**config.mk**
```make
export PLATFORM = sky130hd
export DESIGN_NAME = cpu_register_set_flags
export DESIGN_NICKNAME = d
export VERILOG_FILES = /design/src/crsf_handover_end.sv /design/src/crsf_pkg.sv /design/src/cpu_register_set_flags.sv
export SDC_FILE = /design/constraint.sdc
export NUM_CORES = 2
export LEC_CHECK = 0
export BUFFER_PORTS_ARGS = -buffer_cell sky130_fd_sc_hd__buf_2
export CAP_MARGIN = 20
export CELL_PAD_IN_SITES_DETAIL_PLACEMENT = 2
export CELL_PAD_IN_SITES_GLOBAL_PLACEMENT = 2
export CORE_ASPECT_RATIO = 1.5
export CORE_MARGIN = 2
export CORE_UTILIZATION = 36
export CTS_CLUSTER_SIZE = 24
export DETAILED_ROUTE_END_ITERATION = 16
export MAX_ROUTING_LAYER = met4
export PLACE_DENSITY_LB_ADDON = 0.1
export SETUP_SLACK_MARGIN = 0.15
export SLEW_MARGIN = 0
export SYNTH_ARGS = -nofsm -noshare
export SYNTH_HDL_FRONTEND = slang
export SYNTH_SLANG_ARGS = --single-unit
```
**constraint.sdc**
```tcl
create_clock -name clock -period 7.9 [get_ports clock]
set_clock_uncertainty 0.2 [all_clocks]
set_input_delay 0.79 -clock clock [delete_from_list [all_inputs] [get_ports clock]]
set_output_delay 0.79 -clock clock [all_outputs]
set_load 0.03 [all_outputs]
```
**src/crsf_handover_end.sv**
```systemverilog
`timescale 1ns/1ns
`default_nettype none
`default_nettype wire

```
**src/crsf_pkg.sv**
```systemverilog
// Constants and types of the CPU register set with its flag logic.
// Assumes one 25 MHz clock and a synchronous active-low reset.
// Behaviour
// - Eight alike 32-bit general registers, read or written as 32, 16 or 8 bits.
// - Each general register splits into upper and lower 16-bit halves.
// - Each lower half splits into a high byte and a low byte.
// - Program counter is 24 bits; its lowest bit reads as zero on fetch.
// - Trace bit 7 of extend_control set requests a trace after each instruction.
// - Extend_control bits 2..0 hold mask level 0..7; bits 6..3 reserved.
// - Load, and, or, xor to extend_control block all interrupts for 3 states.
// - Flag bit 7 set masks all interrupts except the non-maskable one.
// - Flag bit 7 is set at the start of every exception sequence.
// - Flag bit 6 is a plain readable, writable user bit, no masking effect.
// - Half-carry is the carry or borrow out of bit 3, 11 or 27.
// - Flag bit 4 is a general user bit with no other effect.
// - Negative flag bit 3 copies the sign bit of the result.
// - Zero flag bit 2 is one exactly when the result is zero.
// - Overflow flag bit 1 is one exactly on arithmetic overflow.
// - Carry bit 0 holds add carry, subtract borrow, or shifted-out bit.
// - Carry bit also serves as the one-bit accumulator of bit operations.
// - Bit operations pick bit 0..7 of a byte; 1, 4, 8, 16, 32-bit data.
// - Decimal adjust views a byte as two packed 4-bit digits.
// - Normal mode spans 64 kbytes, advanced mode 16 Mbytes.
// - Normal mode drops the upper 8 bits of each effective address.

package crsf_pkg;

  localparam int GPR_COUNT = 8;
  localparam logic [31:0] GPR_RESET = 32'h00000000;
  localparam logic [23:0] PC_RESET = 24'h000000;
  localparam logic [23:0] PC_STEP = 24'h000002;
  localparam logic [23:0] NORMAL_EA_MASK = 24'h00ffff;
  localparam logic [7:0] EXR_RESET = 8'h07;
  localparam logic [7:0] CCR_RESET = 8'h80;
  localparam logic [3:0] EXR_RSVD_READ = 4'h0;
  localparam int INT_BLOCK_STATES = 3;

  localparam int EXR_TRACE_BIT = 7;
  localparam int EXR_MASK_MSB = 2;
  localparam int CCR_I_BIT = 7;
  localparam int CCR_UI_BIT = 6;
  localparam int CCR_H_BIT = 5;
  localparam int CCR_U_BIT = 4;
  localparam int CCR_N_BIT = 3;
  localparam int CCR_Z_BIT = 2;
  localparam int CCR_V_BIT = 1;
  localparam int CCR_C_BIT = 0;

  localparam int MSB_BYTE = 7;
  localparam int MSB_WORD = 15;
  localparam int MSB_LONG = 31;
  localparam int HALF_BYTE_BIT = 3;
  localparam int HALF_WORD_BIT = 11;
  localparam int HALF_LONG_BIT = 27;

  typedef enum logic [1:0] {
    SIZE_BYTE = 2'h0,
    SIZE_WORD = 2'h1,
    SIZE_LONG = 2'h2
  } crsf_size_type;

  typedef enum logic [2:0] {
    CTRL_LOAD = 3'h0,
    CTRL_STORE = 3'h1,
    CTRL_AND = 3'h2,
    CTRL_OR = 3'h3,
    CTRL_XOR = 3'h4
  } crsf_ctrlop_type;

  typedef enum logic [3:0] {
    ALU_ADD = 4'h0,
    ALU_SUB = 4'h1,
    ALU_CMP = 4'h2,
    ALU_NEG = 4'h3,
    ALU_MOVE = 4'h4,
    ALU_SHL = 4'h5,
    ALU_SHR = 4'h6,
    ALU_BLD = 4'h7,
    ALU_BST = 4'h8,
    ALU_BAND = 4'h9,
    ALU_BOR = 4'ha,
    ALU_BXOR = 4'hb
  } crsf_aluop_type;

  // Gray sequence, one step per blocked state
  typedef enum logic [1:0] {
    BLK_IDLE = 2'h0,
    BLK_ONE = 2'h1,
    BLK_TWO = 2'h3,
    BLK_THREE = 2'h2
  } crsf_block_type;

endpackage

```
**src/cpu_register_set_flags.sv**
```systemverilog
// Programmer-visible register set: general registers, program counter,
// extend_control and flag_register with flag update and interrupt gating.
// Assumes decode and sequencing logic outside drive the request ports on
// the same clock; only the mode pin is asynchronous.
`timescale 1ns/1ns
`default_nettype none

module cpu_register_set_flags (
  input wire logic clock,
  input wire logic rst_n,
  input wire logic modePin,
  input wire logic wrEn,
  input wire logic [3:0] wrSel,
  input wire crsf_pkg::crsf_size_type wrSize,
  input wire logic [31:0] wrData,
  input wire logic [3:0] rdSel,
  input wire crsf_pkg::crsf_size_type rdSize,
  output logic [31:0] rdData,
  output logic [3:0] bcdHigh,
  output logic [3:0] bcdLow,
  input wire logic aluGo,
  input wire crsf_pkg::crsf_aluop_type aluOp,
  input wire logic [3:0] aluSel,
  input wire crsf_pkg::crsf_size_type aluSize,
  input wire logic [31:0] aluSrc,
  input wire logic [2:0] bitSel,
  input wire logic ctrlGo,
  input wire crsf_pkg::crsf_ctrlop_type ctrlOp,
  input wire logic ctrlToExtend,
  input wire logic [7:0] ctrlData,
  output logic [7:0] ctrlRdData,
  input wire logic pcLoad,
  input wire logic [23:0] pcLoadValue,
  input wire logic pcStep,
  output logic [23:0] pcValue,
  output logic [23:0] fetchAddr,
  input wire logic instrDone,
  output logic traceReq,
  input wire logic excStart,
  input wire logic nmiReq,
  input wire logic irqReq,
  input wire logic [2:0] irqLevel,
  output logic irqAccept,
  output logic intBlocked,
  input wire logic [23:0] eaIn,
  output logic [23:0] eaOut,
  output logic advancedMode,
  output logic [7:0] flagsOut,
  output logic [7:0] extendOut
);

  typedef struct packed {
    logic [7:0][31:0] gpr;
    logic [23:0] pc;
    logic trace;
    logic [2:0] mask;
    logic [7:0] flag_register;
    crsf_pkg::crsf_block_type blk;
    logic [31:0] rdData;
    logic [7:0] ctrlRd;
    logic traceReq;
    logic [23:0] ea;
    logic [1:0] modeSync;
    logic advanced;
  } crsf_state_type;

  crsf_state_type s_r;
  crsf_state_type s_nxt;

  function automatic int crsfMsb(input crsf_pkg::crsf_size_type sz);
    case (sz)
      crsf_pkg::SIZE_BYTE: return crsf_pkg::MSB_BYTE;
      crsf_pkg::SIZE_WORD: return crsf_pkg::MSB_WORD;
      default: return crsf_pkg::MSB_LONG;
    endcase
  endfunction

  function automatic logic [31:0] crsfMask(input crsf_pkg::crsf_size_type sz);
    case (sz)
      crsf_pkg::SIZE_BYTE: return 32'h000000ff;
      crsf_pkg::SIZE_WORD: return 32'h0000ffff;
      default: return 32'hffffffff;
    endcase
  endfunction

  // Sel bit 3: upper word for words, low byte for bytes
  function automatic logic [31:0] crsfView(input logic [31:0] full,
                                           input logic sel3,
                                           input crsf_pkg::crsf_size_type sz);
    case (sz)
      crsf_pkg::SIZE_BYTE:
        return sel3 ? {24'h000000, full[7:0]} : {24'h000000, full[15:8]};
      crsf_pkg::SIZE_WORD:
        return sel3 ? {16'h0000, full[31:16]} : {16'h0000, full[15:0]};
      default: return full;
    endcase
  endfunction

  function automatic logic [31:0] crsfMerge(input logic [31:0] full,
                                            input logic [31:0] d,
                                            input logic sel3,
                                            input crsf_pkg::crsf_size_type sz);
    case (sz)
      crsf_pkg::SIZE_BYTE:
        return sel3 ? {full[31:8], d[7:0]}
                    : {full[31:16], d[7:0], full[7:0]};
      crsf_pkg::SIZE_WORD:
        return sel3 ? {d[15:0], full[15:0]} : {full[31:16], d[15:0]};
      default: return d;
    endcase
  endfunction

  // Returns {carry, half, overflow, result}; carry is borrow when sub
  function automatic logic [34:0] crsfAddSub(input logic [31:0] a,
                                             input logic [31:0] b,
                                             input logic sub,
                                             input crsf_pkg::crsf_size_type sz);
    logic [31:0] bx;
    logic [32:0] sum;
    logic [32:0] cv;
    int m;
    int hp;
    bx = sub ? ~b : b;
    sum = {1'b0, a} + {1'b0, bx} + {32'h00000000, sub};
    cv = {1'b0, a} ^ {1'b0, bx} ^ sum;
    m = crsfMsb(sz);
    case (sz)
      crsf_pkg::SIZE_BYTE: hp = crsf_pkg::HALF_BYTE_BIT;
      crsf_pkg::SIZE_WORD: hp = crsf_pkg::HALF_WORD_BIT;
      default: hp = crsf_pkg::HALF_LONG_BIT;
    endcase
    return {cv[m + 1] ^ sub, cv[hp + 1] ^ sub, cv[m] ^ cv[m + 1],
            sum[31:0] & crsfMask(sz)};
  endfunction

  logic [31:0] dstView;
  logic [31:0] byteView;
  logic [31:0] aluRes;
  logic [34:0] arith;
  logic aluWr;
  logic setNz;
  logic bitVal;
  logic [7:0] flg;
  logic [7:0] ctrlCur;
  logic [7:0] ctrlNew;
  logic blockNow;
  logic [23:0] addrMask;

  always_comb begin
    s_nxt = s_r;
    dstView = crsfView(s_r.gpr[aluSel[2:0]], aluSel[3], aluSize);
    byteView = crsfView(s_r.gpr[aluSel[2:0]], aluSel[3],
                        crsf_pkg::SIZE_BYTE);
    bitVal = byteView[bitSel];
    aluRes = dstView;
    arith = {35{1'b0}};
    aluWr = 1'b0;
    setNz = 1'b0;
    flg = s_r.flag_register;
    ctrlCur = 8'h00;
    ctrlNew = 8'h00;
    s_nxt.modeSync = {s_r.modeSync[0], modePin};
    s_nxt.traceReq = 1'b0;
    if (!rst_n) begin
      s_nxt.gpr = {crsf_pkg::GPR_COUNT{crsf_pkg::GPR_RESET}};
      s_nxt.pc = crsf_pkg::PC_RESET;
      s_nxt.trace = crsf_pkg::EXR_RESET[crsf_pkg::EXR_TRACE_BIT];
      s_nxt.mask = crsf_pkg::EXR_RESET[crsf_pkg::EXR_MASK_MSB:0];
      s_nxt.flag_register = crsf_pkg::CCR_RESET;
      s_nxt.blk = crsf_pkg::BLK_IDLE;
      s_nxt.rdData = 32'h00000000;
      s_nxt.ctrlRd = 8'h00;
      s_nxt.ea = 24'h000000;
      // Mode is a strap: held steady from reset release on
      s_nxt.advanced = s_r.modeSync[1];
    end else begin
      // Read returns the value before any write in the same cycle
      s_nxt.rdData = crsfView(s_r.gpr[rdSel[2:0]], rdSel[3], rdSize);
      if (wrEn) begin
        s_nxt.gpr[wrSel[2:0]] = crsfMerge(s_r.gpr[wrSel[2:0]], wrData,
                                          wrSel[3], wrSize);
      end
      if (aluGo) begin
        case (aluOp)
          crsf_pkg::ALU_ADD, crsf_pkg::ALU_SUB, crsf_pkg::ALU_CMP,
          crsf_pkg::ALU_NEG: begin
            if (aluOp == crsf_pkg::ALU_NEG) begin
              arith = crsfAddSub(32'h00000000, dstView, 1'b1, aluSize);
            end else begin
              arith = crsfAddSub(dstView, aluSrc & crsfMask(aluSize),
                                 aluOp != crsf_pkg::ALU_ADD, aluSize);
            end
            aluRes = arith[31:0];
            flg[crsf_pkg::CCR_H_BIT] = arith[33];
            flg[crsf_pkg::CCR_V_BIT] = arith[32];
            flg[crsf_pkg::CCR_C_BIT] = arith[34];
            aluWr = aluOp != crsf_pkg::ALU_CMP;
            setNz = 1'b1;
          end
          crsf_pkg::ALU_MOVE: begin
            aluRes = aluSrc & crsfMask(aluSize);
            flg[crsf_pkg::CCR_V_BIT] = 1'b0;
            aluWr = 1'b1;
            setNz = 1'b1;
          end
          crsf_pkg::ALU_SHL: begin
            aluRes = (dstView << 1) & crsfMask(aluSize);
            flg[crsf_pkg::CCR_C_BIT] = dstView[crsfMsb(aluSize)];
            flg[crsf_pkg::CCR_V_BIT] = 1'b0;
            aluWr = 1'b1;
            setNz = 1'b1;
          end
          crsf_pkg::ALU_SHR: begin
            aluRes = dstView >> 1;
            flg[crsf_pkg::CCR_C_BIT] = dstView[0];
            flg[crsf_pkg::CCR_V_BIT] = 1'b0;
            aluWr = 1'b1;
            setNz = 1'b1;
          end
          crsf_pkg::ALU_BLD: begin
            flg[crsf_pkg::CCR_C_BIT] = bitVal;
          end
          crsf_pkg::ALU_BST: begin
            aluRes = byteView;
            aluRes[bitSel] = s_r.flag_register[crsf_pkg::CCR_C_BIT];
            s_nxt.gpr[aluSel[2:0]] = crsfMerge(s_nxt.gpr[aluSel[2:0]],
                                               aluRes, aluSel[3],
                                               crsf_pkg::SIZE_BYTE);
          end
          crsf_pkg::ALU_BAND: begin
            flg[crsf_pkg::CCR_C_BIT] = s_r.flag_register[crsf_pkg::CCR_C_BIT] & bitVal;
          end
          crsf_pkg::ALU_BOR: begin
            flg[crsf_pkg::CCR_C_BIT] = s_r.flag_register[crsf_pkg::CCR_C_BIT] | bitVal;
          end
          crsf_pkg::ALU_BXOR: begin
            flg[crsf_pkg::CCR_C_BIT] = s_r.flag_register[crsf_pkg::CCR_C_BIT] ^ bitVal;
          end
          default: begin
            aluWr = 1'b0;
          end
        endcase
        if (setNz) begin
          flg[crsf_pkg::CCR_N_BIT] = aluRes[crsfMsb(aluSize)];
          flg[crsf_pkg::CCR_Z_BIT] = aluRes == 32'h00000000;
        end
        if (aluWr) begin
          // ALU result lands after a same-cycle direct write
          s_nxt.gpr[aluSel[2:0]] = crsfMerge(s_nxt.gpr[aluSel[2:0]],
                                             aluRes, aluSel[3], aluSize);
        end
      end
      s_nxt.flag_register = flg;
      if (ctrlGo) begin
        ctrlCur = ctrlToExtend
                ? {s_r.trace, crsf_pkg::EXR_RSVD_READ, s_r.mask}
                : s_r.flag_register;
        case (ctrlOp)
          crsf_pkg::CTRL_LOAD: ctrlNew = ctrlData;
          crsf_pkg::CTRL_AND: ctrlNew = ctrlCur & ctrlData;
          crsf_pkg::CTRL_OR: ctrlNew = ctrlCur | ctrlData;
          crsf_pkg::CTRL_XOR: ctrlNew = ctrlCur ^ ctrlData;
          default: ctrlNew = ctrlCur;
        endcase
        if (ctrlOp == crsf_pkg::CTRL_STORE) begin
          s_nxt.ctrlRd = ctrlCur;
        end else if (ctrlToExtend) begin
          // Reserved bits are dropped on write
          s_nxt.trace = ctrlNew[crsf_pkg::EXR_TRACE_BIT];
          s_nxt.mask = ctrlNew[crsf_pkg::EXR_MASK_MSB:0];
        end else begin
          // All eight bits, user bits 6 and 4 included, are plain storage
          s_nxt.flag_register = ctrlNew;
        end
      end
      // Exception entry wins over any same-cycle clear of the mask bit
      if (excStart) begin
        s_nxt.flag_register[crsf_pkg::CCR_I_BIT] = 1'b1;
      end
      case (s_r.blk)
        crsf_pkg::BLK_ONE: s_nxt.blk = crsf_pkg::BLK_TWO;
        crsf_pkg::BLK_TWO: s_nxt.blk = crsf_pkg::BLK_THREE;
        default: s_nxt.blk = crsf_pkg::BLK_IDLE;
      endcase
      if (ctrlGo && ctrlToExtend && ctrlOp != crsf_pkg::CTRL_STORE) begin
        s_nxt.blk = crsf_pkg::BLK_ONE;
      end
      if (pcLoad) begin
        s_nxt.pc = pcLoadValue;
      end else if (pcStep) begin
        s_nxt.pc = s_r.pc + crsf_pkg::PC_STEP;
      end
      s_nxt.traceReq = instrDone & s_r.trace;
      s_nxt.ea = eaIn & addrMask;
    end
  end

  always_ff @(posedge clock) begin
    s_r <= s_nxt;
  end

  // Normal mode keeps fetches inside 64 kbytes as well
  assign addrMask = s_r.advanced ? 24'hffffff : crsf_pkg::NORMAL_EA_MASK;
  assign fetchAddr = {s_r.pc[23:1] & addrMask[23:1], 1'b0};
  assign pcValue = s_r.pc;
  assign eaOut = s_r.ea;
  assign advancedMode = s_r.advanced;

  // Blocking also covers the cycle of the control write itself
  assign blockNow = (s_r.blk != crsf_pkg::BLK_IDLE)
                 || (ctrlGo && ctrlToExtend
                     && ctrlOp != crsf_pkg::CTRL_STORE);
  assign intBlocked = blockNow;
  assign irqAccept = rst_n && !blockNow
                  && (nmiReq
                      || (irqReq && !s_r.flag_register[crsf_pkg::CCR_I_BIT]
                          && irqLevel > s_r.mask));

  assign rdData = s_r.rdData;
  assign bcdHigh = s_r.rdData[7:4];
  assign bcdLow = s_r.rdData[3:0];
  assign ctrlRdData = s_r.ctrlRd;
  assign traceReq = s_r.traceReq;
  assign flagsOut = s_r.flag_register;
  assign extendOut = {s_r.trace, crsf_pkg::EXR_RSVD_READ, s_r.mask};

endmodule

`default_nettype wire

```
==> impl_metrics.tcl <==
set metrics [dict create \
    worstMarginPinSlew_ns 1.40 \
    synth_area_um2 33100 \
    cap_violations 0 \
    core_um2 91400 \
    power.total_mw 6.26 \
    dpl_cell_area_um2 35300 \
    synth_area_per_cell_um2 7.74 \
    dp_cells 5471 \
    ys_types 110 \
    setup_slack_ns 0.510 \
    timing.setup.tns_ns 0 \
    track_usage 0.467 \
    fp.dieArea_um2 94400 \
    crit_path_end_kind "flip-flop" \
    h-tree-depth 2 \
    antenna_found_initial 14 \
    final_cell_mix "nor2_1 (500), nand2_1 (463), a21oi_1 (371)" \
    die_h_um 375 \
    cpMaxStageDelayCell "o31ai_2" \
    dpl.hpwl_um 157000 \
    vias 40300 \
    drt_iter0_markers 4773 \
    fin_cells 5583 \
    hold_class "primary input to flip-flop" \
    fin_crit_sh 0.935 \
    grt_pass1_vias 40100 \
    area_growth_syn_to_layout_pct 11.8 \
    finalCriticalPeriod_ns 7.39 \
    rsz0062_at_grt "false" \
    cts_hold_buf 0 \
    stdcell_area_um2 37000 \
    path_delay_family "compound AO/OA/AOI/OAI gates" \
    clockRootBuffer "clkbuf_16" \
    synth_largest_area_cell "dfxtp_1" \
    async_flop_share 0 \
    cp_data_arrival_time_ns 7.63 \
    cp-start-kind "primary input" \
    grt_max_degree 159 \
    layout-drive-gt1-share 0.193 \
    crit_fanout 29 \
    crit_buf_inv 1 \
    cts_resized 0 \
    critical_path_class "primary input to flip-flop" \
    cts.sinks 362 \
    io_buffers 298 \
    ys_ff_latch 362 \
    synth_edf_count 1 \
    power_density_nw_per_um2 169 \
    status "finished, final reports clean" \
    fmaxAchievable_mhz 135 \
    cp_cell_sequence "buf_4 -> and2_1 -> a32o_1 -> o31ai_2 -> o211a_1 -> a21oi_1 -> fa_1 -> a211oi_1 -> nor2_1 -> o21a_1 -> a31oi_1 -> mux2i_1 -> o211a_1 -> or4b_2 -> o2111ai_1 -> o21ai_0 -> a21boi_1 -> and2_1 -> a211oi_1" \
    grt_pass1_wl_um 307000 \
    fin_nets 4571 \
    setup_violations 0 \
    synth.top_cell.area_share 0.218 \
    remaining_drc_errors 0 \
    grt-ovfl-total 0 \
    ys_warn_count 0 \
    drv_slew 0 \
    routed_via_density 7.22 \
    antenna_left 0 \
    p_leak_nw 14.9 \
    rows 136 \
    path_clk_slew_ns 0.06 \
    ys_seq_area_frac 0.219 \
    ys.flop_type "dfxtp_1" \
    pre_cts_ws_ns 0.493 \
    io_pins 304 \
    die_w_um 252 \
    vdd_drop_max_uv 163 \
    first_pass_iters 8 \
    hold_slack_ns 0.0686 \
    cpPeakStageDelay_ns 0.89 \
    final_common_cell "nor2_1" \
    crit_required_ns 8.14 \
    start_util 0.362 \
    hold_viol 0 \
    post_cts_buffers 0 \
    synthCells 4277 \
    relSlewSlack 0.0655 \
    cts_tree "built" \
    place_congestion 1.09 \
    netlist_top_cells_area "dfxtp_1 (22%), mux4_2 (8.7%), mux2i_1 (7.1%)" \
    wl_um 220000 \
    post-route-util 0.405 \
    wl_per_cell_um 39.5 \
    numCtsBuffers 44 \
    insertion_delay_ns 0.64 \
    cts_buffer_depth 3 \
]
-- Yosys cell counts, types with 17 or more instances --
library cell / number
a22o_1: 20
nand3_1: 59
and2_1: 48
a221oi_1: 93
buf_4: 140
and3_1: 27
xnor2_1: 32
xor2_1: 47
buf_2: 29
ha_1: 54
mux2i_1: 236
clkbuf_1: 258
o21ai_0: 277
o211ai_1: 41
mux4_2: 128
a21oi_1: 378
or2_2: 20
nand4_1: 20
a21o_1: 29
o221ai_1: 30
or3_1: 19
nor2_1: 512
o221a_2: 18
nor3_1: 33
a22oi_1: 59
nor4_1: 17
buf_1: 30
dfxtp_1: 361
a31oi_1: 43
o21a_1: 25
o211a_1: 37
inv_1: 58
nor2b_1: 35
nand2b_1: 37
a211oi_1: 114
mux2_2: 36
nand2_1: 471
o22ai_1: 115
-- cell families after synthesis --
kind of cell,after synthesis,synth area share
other,1,0.000113
adders and majority gates,55,0.0210
AOI/OAI and AO/OA,1481,0.300
buffers and inverters,533,0.0797
muxes,406,0.173
DFF,362,0.219
xor gates and xnor gates,79,0.0209
and+or+nand+nor,1360,0.186
-- registers in the layout, indices dropped and copies added (netlist names) --
| signal | cells |
|---|---|
| pcValue | 24 |
| extendOut | 4 |
| advancedMode | 1 |
| flagsOut | 8 |
| ctrlRdData | 8 |
| traceReq | 1 |
| eaOut | 24 |
| s_r | 259 |
| s_nxt | 1 |
| rdData | 32 |
-- final cells by class --
class / count / area (um2)
fillers: 10700 / 54400
multi-input cells: 3386 / 23400
flip-flops and latches: 362 / 7260
repair buffers: 492 / 3110
well taps: 1173 / 1470
clock buffers: 65 / 1270
inverters: 66 / 253
clock inverters: 17 / 226
diodes: 22 / 55.1
-- routing by layer --
layer	vias up	global-route usage	routed length (um)
met1	20200	0.518	77800
met2	2903	0.699	96200
met4	0	0.393	23600
li1	16100	-	-
met3	1098	0.125	22700
met5	-	-	0
-- power by group --
part / leakage (nW) / internal, mW / switching, mW
clock network: 0.727 / 1.25 / 0.987
logic: 11.2 / 0.613 / 1.42
registers: 2.95 / 1.90 / 0.0916
total: 14.9 / 3.76 / 2.50
-- path summary, 6_finish.rpt --
kind / startpoint / to / slack [ns] / cells after the start
hold reg to reg: s_nxt[2]$_DFF_P_ / s_r[2]$_DFF_P_ / 0.13 / 0
setup reg to reg: s_r[250]$_SDFF_PN0_ / s_r[324]$_SDFF_PN0_ / 1.19 / 18
hold / removal: modePin / s_nxt[2]$_DFF_P_ / 0.07 / 1
setup / recovery: aluSel[1] / s_r[324]$_SDFF_PN0_ / 0.51 / 19
Power figures use the tool's default switching activity.
